==> src/lcbr_pkg.sv <==
// constants shared by the light regulation bus-return block
package lcbr_pkg;
	// register offsets (byte addresses)
	localparam logic [7:0] LCBR_CTRL_OFS = 8'h00;
	localparam logic [7:0] LCBR_CMD_OFS = 8'h04;
	localparam logic [7:0] LCBR_STATUS_OFS = 8'h08;
	localparam logic [7:0] LCBR_LEVEL_OFS = 8'h0c;
	// control field positions
	localparam int CTRL_EN_BIT = 0;
	localparam int CTRL_WITH_FMB_BIT = 1;
	localparam int CTRL_FB_ACTIVE_BIT = 2;
	localparam int CTRL_RET_LO = 3;
	// command field positions (write-only, self-clearing)
	localparam int CMD_DIS_SET_BIT = 0;
	localparam int CMD_DIS_CLR_BIT = 1;
	localparam int CMD_READ_BIT = 2;
	// status field positions
	localparam int ST_DISABLED_BIT = 0;
	localparam int ST_LEVEL_VALID_BIT = 1;
	localparam int ST_ACTIVE_BIT = 2;
	localparam int ST_WAIT_BIT = 3;
	localparam int ST_BUS_OK_BIT = 4;
	localparam int ST_RETAINED_BIT = 5;
	// reset value of control: disabled, active feedback, no reaction
	localparam logic [4:0] CTRL_RESET = 5'h04;
	// bus-return options
	typedef enum logic [1:0] {
		RET_NONE = 2'h0,
		RET_FORCE = 2'h1,
		RET_RESTORE = 2'h2
	} lcbr_ret_t;
	// reply timeout for a passive read request
	localparam int CLK_MHZ = 100;
	localparam int REPLY_TIMEOUT_US = 1000;
	localparam int REPLY_TIMEOUT_CYC = REPLY_TIMEOUT_US * CLK_MHZ;
endpackage : lcbr_pkg

==> src/lcbr_sync.sv <==
// three-stage pin synchroniser with agreement filter
`timescale 1ns/1ps
module lcbr_sync (
	// clock and reset
	input wire logic sys_clk_in,
	input wire logic srst_in,
	// pin and filtered level
	input wire logic pin_in,
	output logic level_out
);
	logic s1_reg, s2_reg, s3_reg, lvl_reg;
	logic lvl_next;

	// change accepted only once stages two and three agree
	always_comb begin
		lvl_next = (s2_reg == s3_reg) ? s3_reg : lvl_reg;
	end

	always_ff @(posedge sys_clk_in) begin
		if (srst_in) begin
			s1_reg <= 1'b0;
			s2_reg <= 1'b0;
			s3_reg <= 1'b0;
			lvl_reg <= 1'b0;
		end else begin
			s1_reg <= pin_in;
			s2_reg <= s1_reg;
			s3_reg <= s2_reg;
			lvl_reg <= lvl_next;
		end
	end

	assign level_out = lvl_reg;
endmodule : lcbr_sync

==> src/lcbr_timer.sv <==
// one-shot timeout counter, restartable
`timescale 1ns/1ps
module lcbr_timer #(
	parameter int CYCLES = 100000
) (
	// clock and reset
	input wire logic sys_clk_in,
	input wire logic srst_in,
	// control
	input wire logic start_in,
	input wire logic stop_in,
	// one-cycle pulse when the time has run out
	output logic expire_out
);
	localparam int CW = $clog2(CYCLES + 1);
	logic [CW-1:0] cnt_reg, cnt_next;
	logic run_reg, run_next, exp_reg, exp_next;

	// start wins over stop so a restart is never lost
	always_comb begin
		cnt_next = cnt_reg;
		run_next = run_reg;
		exp_next = 1'b0;
		if (start_in) begin
			cnt_next = CW'(CYCLES - 1);
			run_next = 1'b1;
		end else if (stop_in) begin
			run_next = 1'b0;
		end else if (run_reg) begin
			if (cnt_reg == '0) begin
				run_next = 1'b0;
				exp_next = 1'b1;
			end else begin
				cnt_next = cnt_reg - CW'(1);
			end
		end
	end

	always_ff @(posedge sys_clk_in) begin
		if (srst_in) begin
			cnt_reg <= '0;
			run_reg <= 1'b0;
			exp_reg <= 1'b0;
		end else begin
			cnt_reg <= cnt_next;
			run_reg <= run_next;
			exp_reg <= exp_next;
		end
	end

	assign expire_out = exp_reg;
endmodule : lcbr_timer

==> src/lcbr_top.sv <==
// light regulation: brightness feedback path and bus-return disable handling
//
// The register addresses and the address-and-strobe port are this design's own decisions.
`timescale 1ns/1ps
module lcbr_top
	import lcbr_pkg::*;
#(
	parameter int LEVEL_W = 8,
	parameter int REPLY_CYC = lcbr_pkg::REPLY_TIMEOUT_CYC
) (
	// clock and reset
	input wire logic sys_clk_in,
	input wire logic srst_in,
	// register port
	input wire logic [7:0] reg_addr_in,
	input wire logic [31:0] reg_wdata_in,
	input wire logic reg_wr_in,
	input wire logic reg_rd_in,
	output logic [31:0] reg_rdata_out,
	// bus voltage pin
	input wire logic bus_ok_in,
	// actuator brightness feedback, same clock
	input wire logic fb_valid_in,
	input wire logic [LEVEL_W-1:0] fb_level_in,
	// towards the bus and the regulation loop
	output logic fb_read_req_out,
	output logic disable_start_out,
	output logic regulation_active_out,
	output logic disabled_out,
	output logic [LEVEL_W-1:0] level_out
);
	import lcbr_pkg::*;

	typedef enum logic [3:0] {
		S_DOWN = 4'h1,
		S_RETURN = 4'h2,
		S_WAIT = 4'h4,
		S_RUN = 4'h8
	} lcbr_state_t;

	// register decode, used by both the write and the read path
	function automatic logic hit(input logic [7:0] a, input logic [7:0] ofs);
		hit = (a == ofs);
	endfunction : hit

	logic bus_ok;
	logic timeout;
	logic timer_start;
	logic timer_stop;

	lcbr_state_t state_reg, state_next;
	logic [4:0] ctrl_reg, ctrl_next;
	logic dis_reg, dis_next;
	logic keep_reg, keep_next;
	logic valid_reg, valid_next;
	logic [LEVEL_W-1:0] level_reg, level_next;
	logic req_reg, req_next;
	logic dstart_reg, dstart_next;
	logic bus_prev_reg, bus_prev_next;
	logic [31:0] rdata_reg, rdata_next;

	logic en_eff;
	logic passive;
	lcbr_ret_t ret_opt;
	logic wr_ctrl, wr_cmd;
	logic sw_dis_set, sw_dis_clr, sw_read;
	logic sw_ok;
	logic [31:0] status_word;

	// bus voltage comes from a pin, so it is filtered before use
	lcbr_sync u_bus_sync (
		.sys_clk_in(sys_clk_in),
		.srst_in(srst_in),
		.pin_in(bus_ok_in),
		.level_out(bus_ok)
	);

	// a passive actuator may miss a request; the timer re-arms it
	lcbr_timer #(
		.CYCLES(REPLY_CYC)
	) u_reply_timer (
		.sys_clk_in(sys_clk_in),
		.srst_in(srst_in),
		.start_in(timer_start),
		.stop_in(timer_stop),
		.expire_out(timeout)
	);

	// configuration views
	assign en_eff = ctrl_reg[CTRL_EN_BIT] | ctrl_reg[CTRL_WITH_FMB_BIT];
	assign passive = ~ctrl_reg[CTRL_FB_ACTIVE_BIT];
	assign ret_opt = lcbr_ret_t'(ctrl_reg[CTRL_RET_LO +: 2]);

	// register write strobes
	assign wr_ctrl = reg_wr_in & hit(reg_addr_in, LCBR_CTRL_OFS);
	assign wr_cmd = reg_wr_in & hit(reg_addr_in, LCBR_CMD_OFS);
	assign sw_dis_set = wr_cmd & reg_wdata_in[CMD_DIS_SET_BIT];
	assign sw_dis_clr = wr_cmd & reg_wdata_in[CMD_DIS_CLR_BIT];
	assign sw_read = wr_cmd & reg_wdata_in[CMD_READ_BIT];

	// software disable commands are refused while the bus is down or the return option is applied
	assign sw_ok = bus_ok & (state_reg != S_DOWN) & (state_reg != S_RETURN);

	// sequencing of bus failure, bus return and feedback acquisition
	// down: the level is stale, nothing is requested and the disable state is frozen
	// return: lasts one cycle and applies the configured bus-return option
	// wait: passive mode only; the level is not trusted until the actuator answers
	// run: normal work; in passive mode software may ask for a fresh level
	// a bus drop in any state leads straight back to down, so a short dip
	// still replays the whole return sequence once the bus is back
	always_comb begin
		state_next = state_reg;
		ctrl_next = ctrl_reg;
		dis_next = dis_reg;
		keep_next = keep_reg;
		valid_next = valid_reg;
		level_next = level_reg;
		req_next = 1'b0;
		dstart_next = 1'b0;
		bus_prev_next = bus_ok;
		timer_start = 1'b0;
		timer_stop = 1'b0;
		if (wr_ctrl) begin
			ctrl_next = reg_wdata_in[4:0];
		end
		// any report while the bus is up is taken as the level; in active mode it is unsolicited
		if (fb_valid_in && bus_ok) begin
			level_next = fb_level_in;
			valid_next = 1'b1;
		end

		// main sequence; what a state decides shows one cycle later on the registers
		case (state_reg)
			S_DOWN: begin
				// level is stale while the bus is down; disable state is kept
				valid_next = 1'b0;
				if (bus_ok && !bus_prev_reg) begin
					state_next = S_RETURN;
				end
			end

			// one cycle only: apply the configured bus-return option
			S_RETURN: begin
				case (ret_opt)
					RET_FORCE: begin
						dis_next = 1'b1;
						dstart_next = 1'b1;
					end
					RET_RESTORE: begin
						dis_next = keep_reg;
						dstart_next = keep_reg;
					end
					RET_NONE: begin
						dis_next = 1'b0;
					end
					// the unused fourth code is treated as no reaction
					default: begin
						dis_next = 1'b0;
					end
				endcase
				if (passive) begin
					req_next = 1'b1;
					timer_start = 1'b1;
					valid_next = 1'b0;
					state_next = S_WAIT;
				end else begin
					state_next = S_RUN;
				end
			end

			S_WAIT: begin
				// regulation waits for the first answer before using the level
				if (fb_valid_in) begin
					timer_stop = 1'b1;
					state_next = S_RUN;
				end else if (timeout) begin
					req_next = 1'b1;
					timer_start = 1'b1;
				end
			end

			// software may ask for a fresh level, in passive mode only
			S_RUN: begin
				if (sw_read && passive) begin
					req_next = 1'b1;
					timer_start = 1'b1;
					state_next = S_WAIT;
				end
			end

			// an illegal code falls back to the safe down state
			default: begin
				state_next = S_DOWN;
			end
		endcase

		// software disable; a fresh disable runs the start actions once, set beats clear
		if (sw_ok) begin
			if (sw_dis_set) begin
				dstart_next = ~dis_reg;
				dis_next = 1'b1;
			end else if (sw_dis_clr) begin
				dis_next = 1'b0;
			end
		end

		// the held copy follows the live state only while software disable commands are accepted (bus up, not in down or return)
		if (sw_ok) begin
			keep_next = dis_next;
		end

		// bus failure overrides everything but a control write and a timer start, even a return option applied in the same cycle
		if (!bus_ok) begin
			state_next = S_DOWN;
			dis_next = dis_reg; // disable state is frozen, so no rise without its start pulse
			valid_next = 1'b0;
			req_next = 1'b0;
			dstart_next = 1'b0;
			timer_stop = 1'b1;
		end
	end

	// sequence registers; reset leaves the bus considered down
	always_ff @(posedge sys_clk_in) begin
		if (srst_in) begin
			state_reg <= S_DOWN;
			ctrl_reg <= CTRL_RESET;
			dis_reg <= 1'b0;
			keep_reg <= 1'b0;
			valid_reg <= 1'b0;
			level_reg <= '0;
			req_reg <= 1'b0;
			dstart_reg <= 1'b0;
			bus_prev_reg <= 1'b0;
		end else begin
			state_reg <= state_next;
			ctrl_reg <= ctrl_next;
			dis_reg <= dis_next;
			keep_reg <= keep_next;
			valid_reg <= valid_next;
			level_reg <= level_next;
			req_reg <= req_next;
			dstart_reg <= dstart_next;
			bus_prev_reg <= bus_prev_next;
		end
	end

	// status word, gathered in one place so the read path stays a plain mux
	always_comb begin
		status_word = 32'h0;
		status_word[ST_DISABLED_BIT] = dis_reg;
		status_word[ST_LEVEL_VALID_BIT] = valid_reg;
		status_word[ST_ACTIVE_BIT] = regulation_active_out;
		status_word[ST_WAIT_BIT] = (state_reg == S_WAIT);
		status_word[ST_BUS_OK_BIT] = bus_ok;
		status_word[ST_RETAINED_BIT] = keep_reg;
	end

	// read data: registered, valid only in the cycle after the strobe
	always_comb begin
		// the command register is write-only and reads back as zero
		rdata_next = 32'h0;
		if (reg_rd_in) begin
			if (hit(reg_addr_in, LCBR_CTRL_OFS)) begin
				rdata_next[4:0] = ctrl_reg;
			end else if (hit(reg_addr_in, LCBR_STATUS_OFS)) begin
				rdata_next = status_word;
			end else if (hit(reg_addr_in, LCBR_LEVEL_OFS)) begin
				rdata_next[LEVEL_W-1:0] = level_reg;
			end
		end
	end

	// read data register; zero outside the answer cycle
	always_ff @(posedge sys_clk_in) begin
		if (srst_in) begin
			rdata_reg <= 32'h0;
		end else begin
			rdata_reg <= rdata_next;
		end
	end

	// outputs
	assign reg_rdata_out = rdata_reg;
	assign fb_read_req_out = req_reg;
	assign disable_start_out = dstart_reg;
	assign disabled_out = dis_reg;
	assign level_out = level_reg;
	// regulation needs a known level, which the feedback wiring provides
	assign regulation_active_out = en_eff & ~dis_reg & valid_reg & (state_reg == S_RUN);
endmodule : lcbr_top

==> config.mk <==
export PLATFORM = sky130hd
export DESIGN_NAME = lcbr_top
export DESIGN_NICKNAME = d
export VERILOG_FILES = /design/src/lcbr_pkg.sv /design/src/lcbr_sync.sv /design/src/lcbr_timer.sv /design/src/lcbr_top.sv
export SDC_FILE = /design/constraint.sdc
export NUM_CORES = 1
export LEC_CHECK = 0
export BUFFER_PORTS_ARGS = -buffer_cell sky130_fd_sc_hd__buf_4
export CELL_PAD_IN_SITES_DETAIL_PLACEMENT = 0
export CELL_PAD_IN_SITES_GLOBAL_PLACEMENT = 2
export CORE_ASPECT_RATIO = 0.5
export CORE_MARGIN = 1.5
export CORE_UTILIZATION = 25
export CTS_BUF_LIST = sky130_fd_sc_hd__clkbuf_8
export DETAILED_ROUTE_END_ITERATION = 7
export GPL_TIMING_DRIVEN = 0
export HOLD_SLACK_MARGIN = 0.1
export PLACE_DENSITY_LB_ADDON = 0.1
export REMOVE_ABC_BUFFERS = 1
export SLEW_MARGIN = 15
export SYNTH_ARGS = -nofsm -noshare
export SYNTH_HDL_FRONTEND = slang
export SYNTH_SLANG_ARGS = --single-unit
==> constraint.sdc <==
create_clock -name sys_clk_in -period 2.6 [get_ports sys_clk_in]
set_input_delay 0 -clock sys_clk_in [delete_from_list [all_inputs] [get_ports sys_clk_in]]
set_output_delay 0 -clock sys_clk_in [all_outputs]
set_load 0.01 [all_outputs]
# == After elaboration in Yosys (flattened, before gate mapping) ==
# Cells that the tools add are included.
# word_totals
ff_bits,78
output_inout_bits,44
# classes
addsub,1
n_eq_ne,17
n_mux,36
n_bitwise,19
n_reduce_logical,16
# ops
operator,n
17-bit two-way mux,4
1-bit two-way mux,21
17-bit zero test,1
"17-bit by 1-bit subtractor with 17-bit output, second input constant",1
"8-bit by 4-bit == test with 1-bit output, second input constant",2
4-bit two-way mux,4
4-bit one-hot mux with 4 select lines,1
6-bit two-way mux,2
1-bit AND,10
"2-bit inequality test, second input constant",5
3-bit AND reduction,3
"8-bit by 3-bit == test with 1-bit output, second input constant",1
8-bit zero test,1
1-bit inverter,8
2-bit OR reduction,3
5-bit two-way mux,1
5-bit OR reduction,1
"4-bit by 1-bit == test with 1-bit output, second input constant",1
"4-bit by 2-bit == test with 1-bit output, second input constant",1
"4-bit by 3-bit == test with 1-bit output, second input constant",1
"4-bit == test, second input constant",1
"4-bit by 1-bit inequality test with 1-bit output, second input constant",1
"4-bit by 2-bit inequality test with 1-bit output, second input constant",1
1-bit one-hot mux with 2 select lines,2
10 further kinds,12

# == Longest topological paths before layout ==
# logic_depth
word_depth,8
ltp_mapped,7

# == Hierarchy ==
# A second synthesis with hierarchy kept.
# unflattened
hier_cells,325
hier_area_um2,2745.1
# by_module_without_submodules
module,instances,cells_each,area_per_inst_um2,seq_area_each_um2
lcbr_top,1,194,1590.3,620.6
lcbr_timer,1,121,1042.2,380.4
lcbr_sync,1,10,112.6,80.1

# == Worst setup path before layout ==
# Ideal clock, no wire load.
# synth_timing
path_kind,flip-flop to flip-flop
from,register u_reply_timer.cnt_reg[2]
to,register u_reply_timer.cnt_reg[13]
arrival_time_ps,1791
setup_slack_ps,677
stages_incl_launch_ff,6
synth_period_minus_slack_ps,1923
cell_sequence,dfxtp_1 -> or4_4 -> a2111oi_4 -> nand4_1 -> xor2_1 -> nor3_2
# synth_between
elab_chain_len,3
elab_cells_between_ends,4
classes_between,add/sub (1); bitwise (1); reduce/logical (2)
# synth_lines
element,line,rtl
from (decl),lcbr_timer.sv:16,"logic [CW-1:0] cnt_reg, cnt_next;"
from (signal assigned),lcbr_timer.sv:45,cnt_reg <= cnt_next;
branches (longest 3 deep; another with 17-bit by 1-bit subtractor with 17-bit output),--,
# Several ways; the timed one is not identified.
# A chain may end at the register's enable or synchronous reset.

# == Final worst setup path ==
# layout_timing
from,register u_reply_timer.cnt_reg[2]
to,register u_reply_timer.cnt_reg[15]
# layout_between
elab_chain_len,5
elab_cells_between_ends,8
classes_between,add/sub (1); eq/ne (1); mux (4); reduce/logical (2)
# layout_lines
element,line,rtl
17-bit by 1-bit subtractor with 17-bit output,lcbr_timer.sv:34,cnt_next = cnt_reg - CW'(1);
17-bit two-way mux,lcbr_timer.sv:30,if (cnt_reg == '0) begin
17-bit two-way mux,lcbr_timer.sv:29,end else if (run_reg) begin
17-bit two-way mux,lcbr_timer.sv:27,end else if (stop_in) begin
17-bit two-way mux,lcbr_timer.sv:24,if (start_in) begin
# Several ways; a longest one is shown, not always the timed one. The select of a mux whose other input is x is not followed.

==> results.py <==
metrics = {
    "yosys": {
        "synth_area_per_cell_sq_um": 8.750,
        "synth-edff-count": 0,
        "post-synth-top-area-fraction_pct": 41.46,
        "yosys_most_used_dff": "dfxtp_1",
        "ys_ff_latch": 54,
        "async_reset_ff_share_pct": 0,
        "yosys_warnings": 0,
        "synth_top_family_by_area": "simple AND/OR/NAND/NOR gates",
        "synthCells": 298,
        "synth_seq_area_share_pct": 41.46,
        "synthSimpleGateAreaFrac_pct": 26.30,
        "synth_most_common_cell": "dfxtp_1",
        "synthAdderAreaFrac_pct": 1.919,
        "muxShareOfSynthArea_pct": 1.536,
        "ys_types": 47,
        "yosys-top-cells-count": "dfxtp_1 (54), a21oi_1 (27), buf_4 (24), nand2_1 (24)",
        "syn-cell-area_sq_um": 2608,
        "synth.largest_area_cell": "dfxtp_1",
        "synth.area.top_cells": "dfxtp_1 (41%), buf_4 (6.9%), a21oi_1 (5.2%)",
        "synth_xor_area_share_pct": 5.374,
        "synth_compound_area_share_pct": 13.44,
    },
    "timing": {
        "rsz0062_at_grt": "false",
        "tns_ps": 0,
        "slew_headroom_pct": 44.72,
        "final.setup_skew_ps": 11.83,
        "setup_violations": 0,
        "hold_violations": 0,
        "finalCritPeriodShare_pct": 84.54,
        "slew_violations": 0,
        "worstMarginPinSlew_ps": 817.7,
        "holdWs_ps": 120.4,
        "min_period_ps": 2198,
        "fmaxAchievable_ghz": 0.4550,
    },
    "floorplanning": {
        "dieWidth_microns": 147.4,
        "ios": 98,
        "rows": 26,
        "dieArea_sq_um": 11090,
        "start_util_pct": 25.61,
        "core_sq_um": 10180,
        "dieHeight_microns": 75.22,
    },
    "cells_and_area": {
        "num_antenna_cells": 0,
        "final_util_pct": 33.24,
        "drive_above_1_share_pct": 17.30,
        "nFillCells": 1101,
        "layout.nets": 427,
        "multi_input_area_sq_um": 1356,
        "regArea_sq_um": 1081,
        "stdcell_area_sq_um": 3385,
        "synthToLayoutAreaGrowth_pct": 29.80,
        "largest_reg_flops": 17,
    },
    "critical_path": {
        "end_kind": "register",
        "start_kind": "register",
        "slowest_stage": "a2111oi_4",
        "r2r_slack_ps": 400,
        "crit_chain": "or4_4 -> a2111oi_4 -> nand4_1 -> xor2_1 -> a21oi_1",
        "r2r-start": "u_reply_timer.cnt_reg[2]$_SDFFE_PP0P_",
        "required_ps": 2860,
        "path_class": "reg -> reg",
        "crit_fanout": 10,
        "r2r-end": "u_reply_timer.cnt_reg[15]$_SDFFE_PP0P_",
        "arrival_ps": 2460,
        "crit_path_max_incr_delay_ps": 660,
        "rr_worst_depth": 5,
    },
    "flow_run": {
        "maxCapViolCount": 0,
    },
    "route": {
        "num_vias": 2273,
        "antenna_left": 0,
        "wl_microns": 6657,
        "vias_per_cell": 4.457,
        "firstDrtPassIters": 4,
        "drtIter0Drc": 157,
        "drc": 0,
        "wl_per_cell_microns": 13.05,
    },
    "pwr": {
        "ir_drop_mv": 0.1430,
        "p_leak_nw": 1.280,
        "power_mw": 1.474,
        "pwr_density_cell_nw_per_um2": 435.4,
    },
    "hold_path": {
        "hold_path_end": "u_bus_sync.s1_reg$_SDFF_PP0_",
        "hp-start": "srst_in",
        "hp-class": "in -> reg",
        "hold_depth": 2,
    },
    "global_routing": {
        "grt_pass1_wl_microns": 10720,
        "grt_pass1_vias": 2090,
        "antenna_found_initial": 0,
        "overflow": 0,
        "track_usage_pct": 12.53,
        "grt_max_degree": 41,
    },
    "placement": {
        "gp_congestion": 0.7645,
        "post-dp-hpwl_microns": 4745,
        "io_buffers": 46,
        "placed_cell_area_sq_um": 2999,
    },
    "outcome": {
        "outcome": "finished clean",
    },
    "cts": {
        "cts_max_level": 2,
        "numCtsBuffers": 5,
        "cts-resized-gates": 0,
        "cts_max_path_buffers": 2,
        "cts_tree": "yes",
        "clkLatencyLatePin_ps": 320,
        "numClockSinks": 54,
        "path_clk_slew_ps": 110,
        "post_cts_buffers": 0,
        "root_buffer": "clkbuf_8",
    },
}
worst max-delay path by stage:
stage / startpoint / endpoint
2_1_floorplan: u_reply_timer.cnt_reg[2]$_SDFFE_PP0P_ / u_reply_timer.cnt_reg[10]$_SDFFE_PP0P_
3_3_place_gp: u_reply_timer.cnt_reg[2]$_SDFFE_PP0P_ / u_reply_timer.cnt_reg[15]$_SDFFE_PP0P_
3_5_place_dp: u_reply_timer.cnt_reg[2]$_SDFFE_PP0P_ / u_reply_timer.cnt_reg[15]$_SDFFE_PP0P_
4_1_cts: u_reply_timer.cnt_reg[2]$_SDFFE_PP0P_ / u_reply_timer.cnt_reg[15]$_SDFFE_PP0P_
5_1_grt: u_bus_sync.level_out$_SDFFE_PP0N_ / u_reply_timer.cnt_reg[3]$_SDFFE_PP0P_
6_report: u_reply_timer.cnt_reg[2]$_SDFFE_PP0P_ / u_reply_timer.cnt_reg[15]$_SDFFE_PP0P_
cell type report:
class	instances	share of cell area (%)
Clock buffer	7	2.847
Clock inverter	1	0.2588
Inverter	11	1.220
Multi-Input combinational cell	223	40.07
Sequential cell	54	31.94
Tap cell	140	5.176
Timing Repair Buffer	74	18.48
worst max-delay path, delay by kind of cell (launching register included):
| family | cells | cell delay (ps) |
|---|---|---|
| simple gates | 2 | 780 |
| compound gates | 2 | 790 |
| xor+xnor | 1 | 190 |
| flops | 1 | 380 |
stage by stage:
stage	cells	worst slack (ps)
3_3_place_gp	474	402.0
4_1_cts	510	392.0
3_5_place_dp	474	406.5
5_1_grt	510	205.7
2_1_floorplan	288	678.8
6_report	510	402.0
per-layer routing:
layer | vias up | global-route usage, % | routed length [microns]
li1 | 1167 | - | -
met1 | 1045 | 16.64 | 3384
met2 | 54 | 20.34 | 2902
met3 | 7 | 3.273 | 292
met4 | 0 | 3.667 | 78
met5 | - | 0 | 0
cell families (layout without fill, tap and decap cells):
group                    after synthesis  in the layout
adder cells (fa/ha/maj)                4              4
multiplexers                           4              4
AND/OR/NAND/NOR                      122            122
XOR/XNOR                              16             16
buffers and inverters                 44             93
other                                  1             24
flip-flops                            54             54
AO/OA/AOI/OAI                         53             53
cell usage in the layout (no fill, tap or decap), types with 4 or more instances in the layout:
master and count:
nand2b_1 4, dfxtp_1 54, mux2i_1 4, a211oi_1 4, a21oi_1 27, buf_4 46, nand3_1 17, nand4_1 10
a31oi_1 6, nor3_2 4, nor2_1 17, ha_1 4, clkbuf_8 7, nor3_1 11, nand2_1 24, xor2_1 15
dlygate4sd3_1 28, inv_1 11, conb_1 24, nor4_1 7, or3_1 4, nor4b_1 4
report_power, final:
group,switching [mW],total (mW),internal (mW)
Clock,0.294,0.539,0.245
Combinational,0.0540,0.104,0.0501
Sequential,0.00134,0.830,0.829
Total,0.350,1.47,1.12
repair_timing:
item,4_1_cts,5_1_grt
hold buffers,28,0
hold endpoints to repair,26,0
setup endpoints to repair,0,0
(Power assumes the default switching activity.)
